## config.mk

```make
export PLATFORM = sky130hd
export DESIGN_NAME = interrupt_flag_enable_bank
export DESIGN_NICKNAME = d
export VERILOG_FILES = /design/src/common/irq_bank_pkg.sv /design/src/rtl/interrupt_flag_enable_bank.sv
export SDC_FILE = /design/constraint.sdc
export NUM_CORES = 1
export LEC_CHECK = 0
export ABC_AREA = 1
export BUFFER_PORTS_ARGS = -buffer_cell sky130_fd_sc_hd__buf_2
export CAP_MARGIN = 25
export CORE_MARGIN = 5
export CORE_UTILIZATION = 57
export CTS_BUF_LIST = sky130_fd_sc_hd__clkbuf_4 sky130_fd_sc_hd__clkbuf_8
export DETAILED_ROUTE_END_ITERATION = 12
export PLACE_DENSITY = 0.83
export SLEW_MARGIN = 20
export SYNTH_ARGS = -nofsm -noshare
export SYNTH_HDL_FRONTEND = slang
export SYNTH_SLANG_ARGS = --single-unit
```

## constraint.sdc

```tcl
create_clock -name clk -period 2.4 [get_ports clk]
set_input_delay 0.48 -clock clk [delete_from_list [all_inputs] [get_ports clk]]
set_output_delay 0.48 -clock clk [all_outputs]
set_load 0.03 [all_outputs]
```

## src/common/irq_bank_pkg.sv

```systemverilog
// constants for the interrupt flag and enable bank
package irq_bank_pkg;
	localparam int          NUM_CTRL      = 9;
	localparam int          ADDR_W        = 8;
	localparam logic [7:0]  OFS_PRIM_B    = 8'h00;
	localparam logic [7:0]  OFS_PRIM_C    = 8'h04;
	localparam logic [7:0]  OFS_PRIM_D    = 8'h08;
	localparam logic [7:0]  OFS_GRP_ZERO  = 8'h0C;
	localparam logic [7:0]  OFS_GRP_ONE   = 8'h10;
	localparam logic [7:0]  OFS_GRP_TWO   = 8'h14;
	localparam logic [7:0]  OFS_GRP_THREE = 8'h18;
	localparam logic [7:0]  OFS_GRP_FOUR  = 8'h1C;
	localparam logic [7:0]  OFS_GRP_FIVE  = 8'h20;
	localparam logic [7:0]  OFS_GLOBAL    = 8'h24;
	localparam logic [7:0]  OFS_EVT_STAT  = 8'h28;
	localparam logic [7:0]  OFS_EVT_CLR   = 8'h2C;
	localparam logic [7:0]  OFS_EVT_EN    = 8'h30;
	localparam logic [3:0]  IDX_GLOBAL    = 4'h9;
	localparam logic [3:0]  IDX_EVT_STAT  = 4'hA;
	localparam logic [3:0]  IDX_EVT_CLR   = 4'hB;
	localparam logic [3:0]  IDX_EVT_EN    = 4'hC;
	localparam logic [3:0]  IDX_NONE      = 4'hF;
	localparam int          FLAG_LSB      = 4;
	localparam int          ENA_LSB       = 0;
	localparam int          GLOBAL_EN_BIT = 0;
	localparam logic [7:0]  CTRL_RESET    = 8'h00;
	localparam logic [7:0]  GLOBAL_RESET  = 8'h00;
	localparam logic [3:0]  EVT_RESET     = 4'h0;
	localparam logic [7:0]  MASK_FULL     = 8'hFF;
	localparam logic [7:0]  MASK_HALF     = 8'h33;
	localparam int          EVT_PIN2      = 0;
	localparam int          EVT_PIN3      = 1;
	localparam int          EVT_WAKE      = 2;
	localparam int          EVT_SERVICE   = 3;
	localparam int          IDX_GRP_ZERO  = 3;
endpackage

```

## src/rtl/interrupt_flag_enable_bank.sv

```systemverilog
// interrupt request flag and enable bank with apb register access
//
// Local design decisions: the placing of the registers and the APB interface to the registers.
`timescale 1ns/1ps
module interrupt_flag_enable_bank
	import irq_bank_pkg::*;
(
	// clock and reset
	input  wire logic                       clk,
	input  wire logic                       rst,
	// apb slave
	input  wire logic                       psel,
	input  wire logic                       penable,
	input  wire logic                       pwrite,
	input  wire logic [irq_bank_pkg::ADDR_W-1:0] paddr,
	input  wire logic [31:0]                pwdata,
	output logic      [31:0]                prdata,
	output logic                            pready,
	output logic                            pslverr,
	// request sources, one-cycle pulses on clk
	input  wire logic                       converterDone,
	input  wire logic [3:0]                 group0Event,
	input  wire logic [3:0]                 group1Event,
	input  wire logic [1:0]                 group2Event,
	input  wire logic [3:0]                 group3Event,
	input  wire logic [3:0]                 group4Event,
	input  wire logic [1:0]                 group5Event,
	// pending levels of groups held outside
	input  wire logic                       group7Pending,
	input  wire logic                       group8Pending,
	input  wire logic                       group9Pending,
	// asynchronous external pins
	input  wire logic                       extPin2,
	input  wire logic                       extPin3,
	// core side
	input  wire logic                       serviceEnter,
	input  wire logic                       lowPowerMode,
	output logic                            coreIrq,
	output logic                            wakeUp,
	output logic                            irqOut
);
	import irq_bank_pkg::*;

	// address decode shared by read and write
	function automatic logic [3:0] decodeAddr(input logic [ADDR_W-1:0] a);
		logic [3:0] r;
		r = IDX_NONE;
		case (a)
			OFS_PRIM_B:    r = 4'h0;
			OFS_PRIM_C:    r = 4'h1;
			OFS_PRIM_D:    r = 4'h2;
			OFS_GRP_ZERO:  r = 4'h3;
			OFS_GRP_ONE:   r = 4'h4;
			OFS_GRP_TWO:   r = 4'h5;
			OFS_GRP_THREE: r = 4'h6;
			OFS_GRP_FOUR:  r = 4'h7;
			OFS_GRP_FIVE:  r = 4'h8;
			OFS_GLOBAL:    r = IDX_GLOBAL;
			OFS_EVT_STAT:  r = IDX_EVT_STAT;
			OFS_EVT_CLR:   r = IDX_EVT_CLR;
			OFS_EVT_EN:    r = IDX_EVT_EN;
			default:       r = IDX_NONE;
		endcase
		return r;
	endfunction

	// implemented bits per control register
	function automatic logic [7:0] ctrlMask(input int i);
		logic [7:0] m;
		m = MASK_FULL;
		if (i == 5 || i == 8) begin
			m = MASK_HALF;
		end
		return m;
	endfunction

	logic [7:0]  ctrl_q [NUM_CTRL];
	logic [7:0]  ctrl_d [NUM_CTRL];
	logic [3:0]  setEvt [NUM_CTRL];
	logic [5:0]  grpPend;
	logic [NUM_CTRL-1:0] newFlag;
	logic        global_q;
	logic [3:0]  evtStat_q;
	logic [3:0]  evtEn_q;
	logic [3:0]  evtSet;
	logic        pin2Edge;
	logic        pin3Edge;
	logic        pready_q;
	logic        pslverr_q;
	logic [31:0] prdata_q;
	logic [31:0] rdata_d;
	logic [3:0]  accIdx;
	logic        wrStrobe;
	logic        rdCapture;
	logic        wrGlobal;
	logic        wrEvtClr;
	logic        wrEvtEn;
	logic [2:0]  primPend;
	logic        pendAny;
	logic        coreIrq_q;
	logic        wakeUp_q;
	logic        irqOut_q;

	assign accIdx    = decodeAddr(paddr);
	assign wrStrobe  = psel & penable & pready_q & pwrite;
	assign rdCapture = psel & penable & ~pready_q;

	// write selects for the writable non-control registers
	assign wrGlobal  = wrStrobe & (accIdx == IDX_GLOBAL);
	assign wrEvtClr  = wrStrobe & (accIdx == IDX_EVT_CLR);
	assign wrEvtEn   = wrStrobe & (accIdx == IDX_EVT_EN);

	// pin synchronisers: two flops, third flop for rising edge detect
	logic [1:0] pinRaw;
	logic [1:0] pinEdge;
	logic [2:0] pinSync_q [2];
	assign pinRaw = {extPin3, extPin2};
	genvar s;
	generate
		for (s = 0; s < 2; s++) begin : gen_sync
			always_ff @(posedge clk) begin
				if (rst) begin
					pinSync_q[s] <= 3'h0;
				end else begin
					pinSync_q[s] <= {pinSync_q[s][1:0], pinRaw[s]};
				end
			end
			assign pinEdge[s] = pinSync_q[s][1] & ~pinSync_q[s][2];
		end
	endgenerate
	assign pin2Edge = pinEdge[0];
	assign pin3Edge = pinEdge[1];

	// group pending: any source flagged and enabled
	genvar g;
	generate
		for (g = 0; g < 6; g++) begin : gen_pend
			assign grpPend[g] = |(ctrl_q[IDX_GRP_ZERO+g][7:FLAG_LSB]
				& ctrl_q[IDX_GRP_ZERO+g][FLAG_LSB-1:ENA_LSB]);
		end
	endgenerate

	// request sources in flag bit order 7..4
	always_comb begin
		setEvt[0] = {converterDone, grpPend[1], grpPend[0], group7Pending};
		setEvt[1] = {grpPend[3], group9Pending, group8Pending, grpPend[2]};
		setEvt[2] = {grpPend[5], grpPend[4], pin3Edge, pin2Edge};
		setEvt[3] = group0Event;
		setEvt[4] = group1Event;
		setEvt[5] = {2'h0, group2Event};
		setEvt[6] = group3Event;
		setEvt[7] = group4Event;
		setEvt[8] = {2'h0, group5Event};
	end

	// control registers: source set wins over software write
	genvar i;
	generate
		for (i = 0; i < NUM_CTRL; i++) begin : gen_ctrl
			logic [7:0] implMask;
			logic [3:0] flagMask;
			logic       wrHit;
			assign implMask = ctrlMask(i);
			assign flagMask = implMask[7:FLAG_LSB];
			assign wrHit    = wrStrobe & (accIdx == 4'(i));
			always_comb begin
				ctrl_d[i] = ctrl_q[i];
				if (wrHit) begin
					ctrl_d[i] = pwdata[7:0] & implMask;
				end
				ctrl_d[i][7:FLAG_LSB] = ctrl_d[i][7:FLAG_LSB] | (setEvt[i] & flagMask);
			end
			assign newFlag[i] = |(setEvt[i] & flagMask & ~ctrl_q[i][7:FLAG_LSB]);
			always_ff @(posedge clk) begin
				if (rst) begin
					ctrl_q[i] <= CTRL_RESET;
				end else begin
					ctrl_q[i] <= ctrl_d[i];
				end
			end
		end
	endgenerate

	// global enable, cleared on service entry
	always_ff @(posedge clk) begin
		if (rst) begin
			global_q <= GLOBAL_RESET[GLOBAL_EN_BIT];
		end else if (serviceEnter) begin
			global_q <= 1'b0;
		end else if (wrGlobal) begin
			global_q <= pwdata[GLOBAL_EN_BIT];
		end
	end

	// primary enabled requests toward the core
	genvar p;
	generate
		for (p = 0; p < 3; p++) begin : gen_prim
			assign primPend[p] = |(ctrl_q[p][7:FLAG_LSB] & ctrl_q[p][FLAG_LSB-1:ENA_LSB]);
		end
	endgenerate
	assign pendAny = |primPend;

	// request toward the core, one cycle after the flags

	always_ff @(posedge clk) begin
		if (rst) begin
			coreIrq_q <= 1'b0;
		end else begin
			coreIrq_q <= pendAny & global_q & ~serviceEnter;
		end
	end

	always_ff @(posedge clk) begin
		if (rst) begin
			wakeUp_q <= 1'b0;
		end else begin
			wakeUp_q <= lowPowerMode & (|newFlag);
		end
	end

	// sticky event status, write one to clear, set wins
	assign evtSet = {serviceEnter, wakeUp_q, pin3Edge, pin2Edge};
	always_ff @(posedge clk) begin
		if (rst) begin
			evtStat_q <= EVT_RESET;
		end else if (wrEvtClr) begin
			evtStat_q <= (evtStat_q & ~pwdata[3:0]) | evtSet;
		end else begin
			evtStat_q <= evtStat_q | evtSet;
		end
	end

	always_ff @(posedge clk) begin
		if (rst) begin
			evtEn_q <= EVT_RESET;
		end else if (wrEvtEn) begin
			evtEn_q <= pwdata[3:0];
		end
	end

	always_ff @(posedge clk) begin
		if (rst) begin
			irqOut_q <= 1'b0;
		end else begin
			irqOut_q <= |(evtStat_q & evtEn_q);
		end
	end

	// read mux
	always_comb begin
		rdata_d = 32'h0000_0000;
		case (accIdx)
			IDX_GLOBAL: begin
				rdata_d[GLOBAL_EN_BIT] = global_q;
			end
			IDX_EVT_STAT: begin
				rdata_d[3:0] = evtStat_q;
			end
			IDX_EVT_EN: begin
				rdata_d[3:0] = evtEn_q;
			end
			IDX_EVT_CLR, IDX_NONE: begin
				rdata_d = 32'h0000_0000;
			end
			default: begin
				if (accIdx < 4'(NUM_CTRL)) begin
					rdata_d[7:0] = ctrl_q[accIdx] & ctrlMask(int'(accIdx));
				end
			end
		endcase
	end

	// apb: one wait state, answer in second access cycle
	always_ff @(posedge clk) begin
		if (rst) begin
			pready_q <= 1'b0;
		end else begin
			pready_q <= rdCapture;
		end
	end

	// unmapped address answers with an error
	always_ff @(posedge clk) begin
		if (rst) begin
			pslverr_q <= 1'b0;
		end else begin
			pslverr_q <= rdCapture & (accIdx == IDX_NONE);
		end
	end

	// read data taken in first access cycle, writes read back zero
	always_ff @(posedge clk) begin
		if (rst) begin
			prdata_q <= 32'h0000_0000;
		end else if (rdCapture) begin
			prdata_q <= pwrite ? 32'h0000_0000 : rdata_d;
		end
	end

	assign prdata  = prdata_q;
	assign pready  = pready_q;
	assign pslverr = pslverr_q;
	assign coreIrq = coreIrq_q;
	assign wakeUp  = wakeUp_q;
	assign irqOut  = irqOut_q;
endmodule

```

After elaboration in Yosys (flattened, before gate mapping):

Memory sizes are Yosys's and may differ from the RTL's.
Index checks and enable logic that the tools add are counted.
W data, S select, Z words.

* bits in registers: 46
* bits in latches: 0
* RAM bits: 78
* ROM bits: 256
* word-level logic and storage cells: 156
* memories kept: 3

* add/subtract/negate cells: 0
* multipliers: 0
* div/mod/pow operators: 0
* order comparisons: 1
* equality and inequality tests: 15
* shift operators: 0
* muxes and demuxes: 33
* bitwise logic cells: 79
* reductions and logical operators: 16

Memories
* (name not given): words 64, bits a word 4, read ports 1, clocked after memory_dff 0, write ports 0, RTL line interrupt_flag_enable_bank.sv:48 `case (a)`
* ctrl_q: words 9, bits a word 8, read ports 10, clocked after memory_dff 0, write ports 9, RTL line interrupt_flag_enable_bank.sv:77 `logic [7:0] ctrl_q [NUM_CTRL];`
* pinSync_q: words 2, bits a word 3, read ports 2, clocked after memory_dff 0, write ports 2, RTL line interrupt_flag_enable_bank.sv:116 `logic [2:0] pinSync_q [2];`

Operators with widths (number)
* $mux W8: 23
* $and A4 B4 Y4: 18
* $not A4 Y4: 10
* $or A4 B4 Y4: 9
* $reduce_or A36 Y1: 1
* $eq A4 B4 Y1 const B: 8
* $reduce_or A4 Y1: 7
* $and A1 B1 Y1: 22
* $eq A4 B3 Y1 const B: 4
* $mux W4: 3
* $reduce_or A12 Y1: 1
* $or A1 B1 Y1: 11
* $pmux W3 S3: 1
* $and A2 B4 Y4: 2
* $and A8 B8 Y8: 1
* $eq A4 B2 Y1 const B: 2
* $or A4 B2 Y4: 2
* $mux W3: 2
* $reduce_or A5 Y1: 1
* $eq A4 B1 Y1 const B: 1
* $logic_not A4 Y1: 1
* $lt A4 B4 Y1 const B: 1
* $not A1 Y1: 4
* $pmux W1 S4: 1
* other kinds (5): 8

Longest topological paths before layout:

Gate-level depths: netlist of run 1.

* depth after elaboration: 11
* depth in mapped cells: 12
* mapped depth without buffers: 12

Worst setup path after synthesis of run 1:

OpenSTA, ideal clock, no wires.

* path kind: in2reg
* from: input paddr[1] (netlist bit)
* to: memory ctrl_q[4][5]
* setup time: 0.119 ns
* arrival time: 1.743 ns
* slack: 0.538 ns
* cell stages on the path: 12
* path buffers: 0
* cell sequence: nor2_2 > nand2_4 > nor2_4 > inv_4 > nor2_4 > inv_2 > nor2_8 > nand2_4 > clkinv_2 > nor2_1 > o31ai_1 > inv_1

RTL lines
* start, declared: RTL line interrupt_flag_enable_bank.sv:15 `input wire logic [irq_bank_pkg::ADDR_W-1:0] paddr,`
* end, declared: RTL line interrupt_flag_enable_bank.sv:77

==> impl_metrics.yaml, run 1 <==
yosys:
  synth_top_family_by_area: "simple AND/OR/NAND/NOR gates"
  synth_xor_area_share_pct: 0
  async_reset_ff_share_pct: 0
  synthMuxAreaShare_pct: 0
  synth_fa_ha_area_share_pct: 0
  synth_flop_cell: "dfxtp_1"
  synth_compound_area_share_pct: 20.2
  yosys_warnings: 0
  synth_seq_cells: 92
  yosys-top-cells-area: "dfxtp_1, nand2_1, inv_1, a21oi_1, nor2_1"
  synth-seq-area-share_pct: 36.8
  synth_cell_type_count: 42
  yosysTopAreaCellShare_pct: 36.8
  yosys.area.top_type: "dfxtp_1"
  syn_avg_cell_area_um2: 6.90
  yosys.area_share.simple_pct: 26.5
  syn_area_um2: 5000
  synthCells: 725
  synth_edf_count: 0
job:
  max_cap_viol_count: 0
place:
  hpwl_um: 11000
  place_congestion: 0.966
  dp.cells: 881
  port_buffers: 61
drt:
  first_pass_iters: 8
  post_drt_wl_per_cell_um: 16.5
  totalWireLength_um: 14800
  ant_nets: 0
  drt-initial-drc-count: 573
  vias: 5071
  drt-vias-per-instance: 5.65
  drc_errors: 0
global_routing:
  grt_pass1_wl_um: 23300
  antenna_found_initial: 0
  grt_pass1_vias: 4752
  grt_overflow: 0
  grt_max_degree: 59
  grt.total_usage_pct: 26.5
final_layout:
  final_cells: 897
  nets: 857
  final_common_cell: "nand2_1"
  diodes: 0
  layout_common_cells: "nand2_1, inv_1, dfxtp_1"
  drive_gt1_share_pct: 16.9
  syn_to_final_growth_pct: 9.53
sta:
  fmax_mhz: 525
  slew_headroom_pct: 61.3
  tightest_slew_ns: 0.580
  fin_setup_tns_ns: 0
  period_needed_ns: 1.91
  rsz0062_at_grt: "false"
  clock_skew_ns: 0.00745
  slew_viol_final: 0
  fin_crit_sh_pct: 79.4
  hold_viol: 0
  setup_viol: 0
clock_network:
  clock_sinks: 92
  root_buffer: "clkbuf_8"
  clk_latency_ns: 0.37
  cts_tree: "done"
  hold_buffers: 0
  ctsResizeCount: 0
  cts_inserted_buffers: 9
  clockBufferDepth: 2
  cts_max_level: 3
  cts.clk_slew.worst_paths_ns: 0.10
  postCtsSetupRepairBufs: 0
setup_path:
  crit_arrival_ns: 2.17
  rrSetupSlack_ns: 0.81
  max_stage_delay_ns: 0.27
  path_max_fanout: 12
  crit_type: "in -> reg"
  path_cells: "buf_2 -> nor2_2 -> nand2_4 -> inv_1 -> nand4_1 -> inv_2 -> nand2_1 -> buf_4 -> o21ai_0 -> a21oi_1"
  startpoint_type: "primary input"
  cp.required_ns: 2.66
  r2r-start: "pready$_SDFF_PP0_"
  r2r_cells: 10
  critPathCaptureType: "register"
  worst_r2r_endpoint: "ctrl_q[1][4]$_SDFF_PP0_"
  cp_slowest_cell: "inv_2"
power:
  leakage_nw: 2.65
  p_seq_share_pct: 53.0
  vdd_ir_drop_max_mv: 0.356
  p_total_mw: 3.00
  switching_share_pct: 31.0
  p_switching_mw: 0.931
  p_per_area_nw_per_um2: 548
  p_comb_share_pct: 12.0
  internal_power_mw: 2.07
  p_clk_share_pct: 35.1
floorplanning:
  die_area_um2: 10700
  die_h_um: 104
  initial_core_util_pct: 57.9
  die_x_um: 104
  ios: 110
  design.core.area_um2: 8640
  rows: 34
worst_hold_path:
  hp-class: "in -> reg"
  holdPathStages: 2
  hold_start: "serviceEnter"
  hold_end: "global_q$_SDFFE_PP0P_"
run_status:
  status: "finished, final reports clean"
-- worst max path at each step --
stage	from	slack (ns)	cells after the start	to
finish	paddr[1]	0.49	10	ctrl_q[2][3]$_SDFFE_PP0N_
global route	paddr[1]	0.38	11	ctrl_q[2][5]$_SDFF_PP0_
CTS	paddr[1]	0.54	13	ctrl_q[6][7]$_SDFF_PP0_
detailed placement	paddr[1]	0.16	13	ctrl_q[6][7]$_SDFF_PP0_
global placement	paddr[1]	0.25	13	ctrl_q[7][5]$_SDFF_PP0_
floorplan	paddr[1]	0.54	12	ctrl_q[4][5]$_SDFF_PP0_
-- synthesized netlist by cell type, types with 4 or more instances --
master	number
buf_6	5
nand2_1	139
inv_2	9
o22ai_1	14
a21oi_1	65
o21ai_0	51
nand3_1	29
o31ai_1	16
nor2_2	4
clkinv_2	4
nand2_4	7
a221oi_1	6
a22o_1	4
inv_1	118
buf_4	27
dfxtp_1	92
nor4_1	4
nor2_4	6
nand4_1	8
clkbuf_1	11
nor2_1	71
a31oi_1	7
-- power groups by stage --
stage	logic (mW)	registers [mW]	clock network, mW
after floorplan	0.258	1.62	0
after global placement	0.341	1.62	0
after detailed placement	0.349	1.63	0
after CTS	0.350	1.59	1.04
after global routing	0.391	1.60	1.12
final	0.359	1.59	1.05
-- layout make-up --
| type | count | area, um2 |
|---|---|---|
| sequential | 92 | 1840 |
| inverter | 132 | 503 |
| clock buffer | 9 | 124 |
| tap | 108 | 135 |
| clock inverter | 7 | 66.3 |
| timing repair buffer | 71 | 380 |
| multi-input combinational | 478 | 2430 |
| fill | 790 | 3160 |
-- through the flow --
stage,setup WS (ns),area [um2],hold WS (ns),util [%]
after CTS,0.541,5480,0.294,63.4
after detailed placement,0.155,5290,0.401,61.2
after global routing,0.383,5480,0.284,63.4
after global placement,0.250,5290,0.392,61.2
final,0.494,5480,0.296,63.4
after floorplan,0.538,5090,0.388,-
-- flip-flops by register name, indices dropped and copies added, names as in the netlist --
name	cells
pinSync_q	6
pready	1
global_q	1
wakeUp	1
irqOut	1
evtStat_q	4
evtEn_q	4
prdata	8
coreIrq	1
ctrl_q	64
pslverr	1
-- cell families (layout without fill, tap and decap cells) --
| family | count (synthesis) | in the layout |
|---|---|---|
| compound gates | 173 | 173 |
| buf+inv | 178 | 219 |
| flops | 92 | 92 |
| other cells | 1 | 24 |
| simple gates | 281 | 281 |
-- routing by layer --
metal / global-route usage (%) / share of wire, %
met2: 42.6 / 46
met5: 0 / 0
met3: 6.90 / 12
met1: 33.8 / 38
met4: 10.2 / 3.7
-- critical path: cells and delay by family --
family                 cells  cell delay [ns]
buffers and inverters      4             0.69
AO/OA/AOI/OAI              2             0.30
AND/OR/NAND/NOR            4             0.69
(Power assumes the default switching activity.)
==> run 2: changes to the inputs <==
==> constraint.sdc (replaced) <==
create_clock -name clk -period 2 [get_ports clk]
set_input_delay 0.4 -clock clk [delete_from_list [all_inputs] [get_ports clk]]
set_output_delay 0.4 -clock clk [all_outputs]
set_load 0.03 [all_outputs]
==> run 2 against run 1 <==
Sequential cell count unchanged. Largest cell class unchanged. Worst hold slack got worse by 0.081 ns. Die area stayed put. Via count grew 0.26%. Global-route usage rose by 0.72 points. Clock skew up 0.0033 ns.
==> impl_metrics.yaml, run 2 (synthesis gave the netlist of run 1 again) <==
drt:
  drc_errors: 0
  vias: 5084
  first_pass_iters: 5
  post_drt_wl_per_cell_um: 16.3
  ant_nets: 0
  totalWireLength_um: 15000
  drt-vias-per-instance: 5.53
  drt-initial-drc-count: 515
global_routing:
  grt_pass1_wl_um: 23900
  grt_overflow: 0
  grt.total_usage_pct: 27.2
  antenna_found_initial: 1
  grt_max_degree: 59
  grt_pass1_vias: 4751
clock_network:
  cts_inserted_buffers: 9
  cts.clk_slew.worst_paths_ns: 0.10
  clockBufferDepth: 2
  cts_max_level: 3
  root_buffer: "clkbuf_8"
  hold_buffers: 0
  clk_latency_ns: 0.36
  clock_sinks: 92
  postCtsSetupRepairBufs: 0
  ctsResizeCount: 0
  cts_tree: "done"
power:
  vdd_ir_drop_max_mv: 0.447
  p_total_mw: 3.90
  p_per_area_nw_per_um2: 684
  leakage_nw: 2.78
floorplanning:
  die_h_um: 104
  die_x_um: 104
  initial_core_util_pct: 57.9
  ios: 110
  die_area_um2: 10700
  rows: 34
  design.core.area_um2: 8640
setup_path:
  rrSetupSlack_ns: 0.29
  critPathCaptureType: "register"
  crit_arrival_ns: 1.97
  cp_slowest_cell: "dfxtp_1"
  startpoint_type: "register"
  path_max_fanout: 6
  cp.required_ns: 2.26
  path_cells: "nand3_1 -> buf_4 -> nor2_8 -> nand2_4 -> clkinv_2 -> nor2_1 -> o31ai_1 -> inv_1"
  crit_type: "reg -> reg"
  max_stage_delay_ns: 0.39
place:
  hpwl_um: 11500
  place_congestion: 0.975
  port_buffers: 61
sta:
  whs_ns: 0.214
  rsz0062_at_grt: "false"
  setup_viol: 0
  hold_viol: 0
  fmax_mhz: 586
  period_needed_ns: 1.71
  slew_viol_final: 0
  slew_headroom_pct: 62.6
  fin_crit_sh_pct: 85.4
  tightest_slew_ns: 0.560
  clock_skew_ns: 0.0108
  fin_setup_tns_ns: 0
final_layout:
  nets: 879
  layout_common_cells: "nand2_1, inv_1, dfxtp_1"
  fillers: 776
  largest_reg_flops: 64
  drive_gt1_share_pct: 19.1
  top_register: "ctrl_q"
  syn_to_final_growth_pct: 13.9
  final_common_cell: "nand2_1"
worst_hold_path:
  hp-class: "in -> reg"
job:
  max_cap_viol_count: 0
run_status:
  status: "finished, final reports clean"
run 2: cell type report:
cell class	count	area (um2)	share of cell area (%)
Timing Repair Buffer	93	546	9.57
Sequential cell	92	1840	32.3
Antenna cell	1	2.50	0.0439
Tap cell	108	135	2.37
Inverter	132	503	8.83
Multi-Input combinational cell	478	2430	42.6
Clock inverter	6	111	1.95
Clock buffer	10	131	2.31
run 2: path summary, 6_finish.rpt:
path	startpoint	to	cells past startpoint
max	pready$_SDFF_PP0_	ctrl_q[6][4]$_SDFF_PP0_	8
min	serviceEnter	global_q$_SDFFE_PP0P_	2
max reg2reg	pready$_SDFF_PP0_	ctrl_q[6][4]$_SDFF_PP0_	8
min reg2reg	pinSync_q[0][0]$_SDFF_PP0_	pinSync_q[0][1]$_SDFF_PP0_	2
run 2: routing by layer:
metal  track usage [%]  routed length (um)  vias up
met4              10.5                 455        0
met2              44.3                7050      277
met5                 0                   0        -
met3              5.53                1460       40
li1                  -                   -     2453
met1              35.2                6060     2314
run 2: per-stage QoR:
stage | utilization (%) | instances | area, um2 | worst slack, ns
4_1_cts | 66.0 | 919 | 5700 | 0.295
6_report | 66.0 | 920 | 5700 | 0.293
3_3_place_gp | 63.1 | 903 | 5450 | 0.0818
3_5_place_dp | 63.1 | 903 | 5450 | 0.0378
2_1_floorplan | - | 748 | 5090 | 0.218
5_1_grt | 66.0 | 919 | 5700 | 0.107
run 2: power breakdown:
part	leakage, nW	total (mW)	internal [mW]	switching (mW)
logic	1.91	0.440	0.130	0.310
clock network	0.120	1.55	0.848	0.701
registers	0.752	1.91	1.88	0.0289
total	2.78	3.90	2.86	1.04
run 2: worst max-delay path, delay by kind of cell (launching register included):
family | cells | cell delay (ns)
AND/OR/NAND/NOR | 4 | 0.61
buffers and inverters | 3 | 0.40
flip-flops | 1 | 0.39
AO/OA/AOI/OAI | 1 | 0.21
==> run 3: changes to the inputs <==
==> constraint.sdc (replaced) <==
create_clock -name clk -period 1.6 [get_ports clk]
set_input_delay 0.32 -clock clk [delete_from_list [all_inputs] [get_ports clk]]
set_output_delay 0.32 -clock clk [all_outputs]
set_load 0.03 [all_outputs]
==> run 3 against run 2 <==
Register-to-register slack got worse by 0.24 ns. Maximum frequency rose by 10%. Final cell count rose by 1.6%. Design area rose by 3.6%. Via count rose by 0.63%. Critical endpoint is now wakeUp$_SDFF_PP0_. Largest cell class unchanged.
==> impl_metrics.yaml, run 3 (synthesis gave the netlist of run 1 again) <==
clock_network:
  clockBufferDepth: 2
  root_buffer: "clkbuf_8"
  clock_sinks: 92
  hold_buffers: 0
  cts.clk_slew.worst_paths_ns: 0.10
  clk_latency_ns: 0.37
  cts_tree: "done"
  cts_inserted_buffers: 9
  cts_max_level: 3
  postCtsSetupRepairBufs: 0
  ctsResizeCount: 0
worst_hold_path:
  hp-class: "in -> reg"
global_routing:
  antenna_found_initial: 0
  grt.total_usage_pct: 27.7
  grt_pass1_vias: 4884
  grt_overflow: 0
  grt_pass1_wl_um: 24300
  grt_max_degree: 59
place:
  place_congestion: 1.01
  hpwl_um: 11700
  port_buffers: 61
  preCtsSetupSlack_ns: -0.286
  dp.cells: 919
final_layout:
  diodes: 0
  seq_area_um2: 1840
  largest_reg_flops: 64
  final_cells: 935
  nets: 895
  fillers: 734
  top_register: "ctrl_q"
  multi_input_area_um2: 2470
  syn_to_final_growth_pct: 18.1
  final_common_cell: "nand2_1"
  layout_common_cells: "nand2_1, inv_1, dfxtp_1"
  drive_gt1_share_pct: 21.8
power:
  p_switching_mw: 1.31
  vdd_ir_drop_max_mv: 0.504
  p_per_area_nw_per_um2: 812
  p_clk_share_pct: 38.0
  p_comb_share_pct: 12.2
  leakage_nw: 2.88
  switching_share_pct: 27.4
  internal_power_mw: 3.48
  p_seq_share_pct: 49.8
drt:
  ant_nets: 0
  first_pass_iters: 5
  drc_errors: 0
  drt-initial-drc-count: 448
  totalWireLength_um: 15200
  drt-vias-per-instance: 5.47
  vias: 5116
  post_drt_wl_per_cell_um: 16.2
setup_path:
  startpoint_type: "register"
  crit_arrival_ns: 1.82
  path_max_fanout: 3
  cp.required_ns: 1.87
  critPathCaptureType: "register"
  crit_type: "reg -> reg"
  rrSetupSlack_ns: 0.05
sta:
  hold_viol: 0
  period_needed_ns: 1.55
  fin_crit_sh_pct: 96.9
  setup_viol: 0
  clock_skew_ns: 0.00918
  rsz0062_at_grt: "true"
  whs_ns: 0.139
  setup_ws_ns: 0.0489
  fmax_mhz: 645
  slew_viol_final: 0
floorplanning:
  ios: 110
  rows: 34
  die_x_um: 104
  die_h_um: 104
  design.core.area_um2: 8640
  die_area_um2: 10700
  initial_core_util_pct: 57.9
run_status:
  status: "finished, final reports clean"
job:
  max_cap_viol_count: 0
==> run 3: changes by cell type in the layout (fill, tap and decap cells not counted), moves of 2 or more <==
cell,before,now
o21ai_1,2,14
buf_12,0,4
clkinv_2,5,3
nor2_1,71,68
nand2_1,139,137
o21ai_0,51,39
nand2_2,3,5
nor2_4,6,8
buf_4,32,44
==> run 3: final timing paths <==
check                                             endpoint                        from  depth (start not counted)
worst max-delay path                     wakeUp$_SDFF_PP0_     ctrl_q[6][7]$_SDFF_PP0_                          9
worst min-delay path                 global_q$_SDFFE_PP0P_                serviceEnter                          2
worst max register to register           wakeUp$_SDFF_PP0_     ctrl_q[6][7]$_SDFF_PP0_                          9
worst min register to register  pinSync_q[1][1]$_SDFF_PP0_  pinSync_q[1][0]$_SDFF_PP0_                          2
==> run 3: per-stage QoR <==
stage | total power, mW | TNS, ns | instance area [um2] | utilization [%]
after global placement | 2.99 | -7.67 | 5650 | 65.4
after CTS | 4.79 | 0 | 5880 | 68.1
after detailed placement | 3.01 | -11.53 | 5650 | 65.4
after floorplan | 2.82 | -0.205 | 5120 | -
final | 4.80 | 0 | 5910 | 68.4
after global routing | 4.96 | -0.0634 | 5910 | 68.4
==> run 3: power groups by stage <==
| stage | logic (mW) | clock network (mW) | registers [mW] |
|---|---|---|---|
| 2_1_floorplan | 0.391 | 0 | 2.43 |
| 3_3_place_gp | 0.556 | 0 | 2.44 |
| 3_5_place_dp | 0.570 | 0 | 2.44 |
| 4_1_cts | 0.575 | 1.83 | 2.39 |
| 5_1_grt | 0.636 | 1.93 | 2.39 |
| 6_report | 0.586 | 1.82 | 2.39 |
==> run 3: metal layers <==
| metal | part of all wire (%) | routed length [um] | track usage, % |
|---|---|---|---|
| met5 | 0 | 0 | 0 |
| met4 | 3.1 | 471 | 11.0 |
| met3 | 8.6 | 1310 | 4.73 |
| met2 | 48 | 7230 | 45.8 |
| met1 | 41 | 6160 | 35.8 |
==> run 3: worst max-delay path, cell delays in order, from the launching register on <==
cell and delay, ns:
dfxtp_1 0.36, inv_1 0.07, nand2_1 0.09, nand2_1 0.05
a221oi_1 0.21, nand4_1 0.21, nor2_2 0.16, nand3_1 0.10
nor2_2 0.13, nor2_1 0.05
==> run 3: area by class of cell <==
type,count,area share [%]
Multi-Input combinational cell,478,41.9
Sequential cell,92,31.2
Timing Repair Buffer,109,12.1
Inverter,132,8.62
Clock buffer,11,2.46
Tap cell,108,2.29
Clock inverter,5,1.42
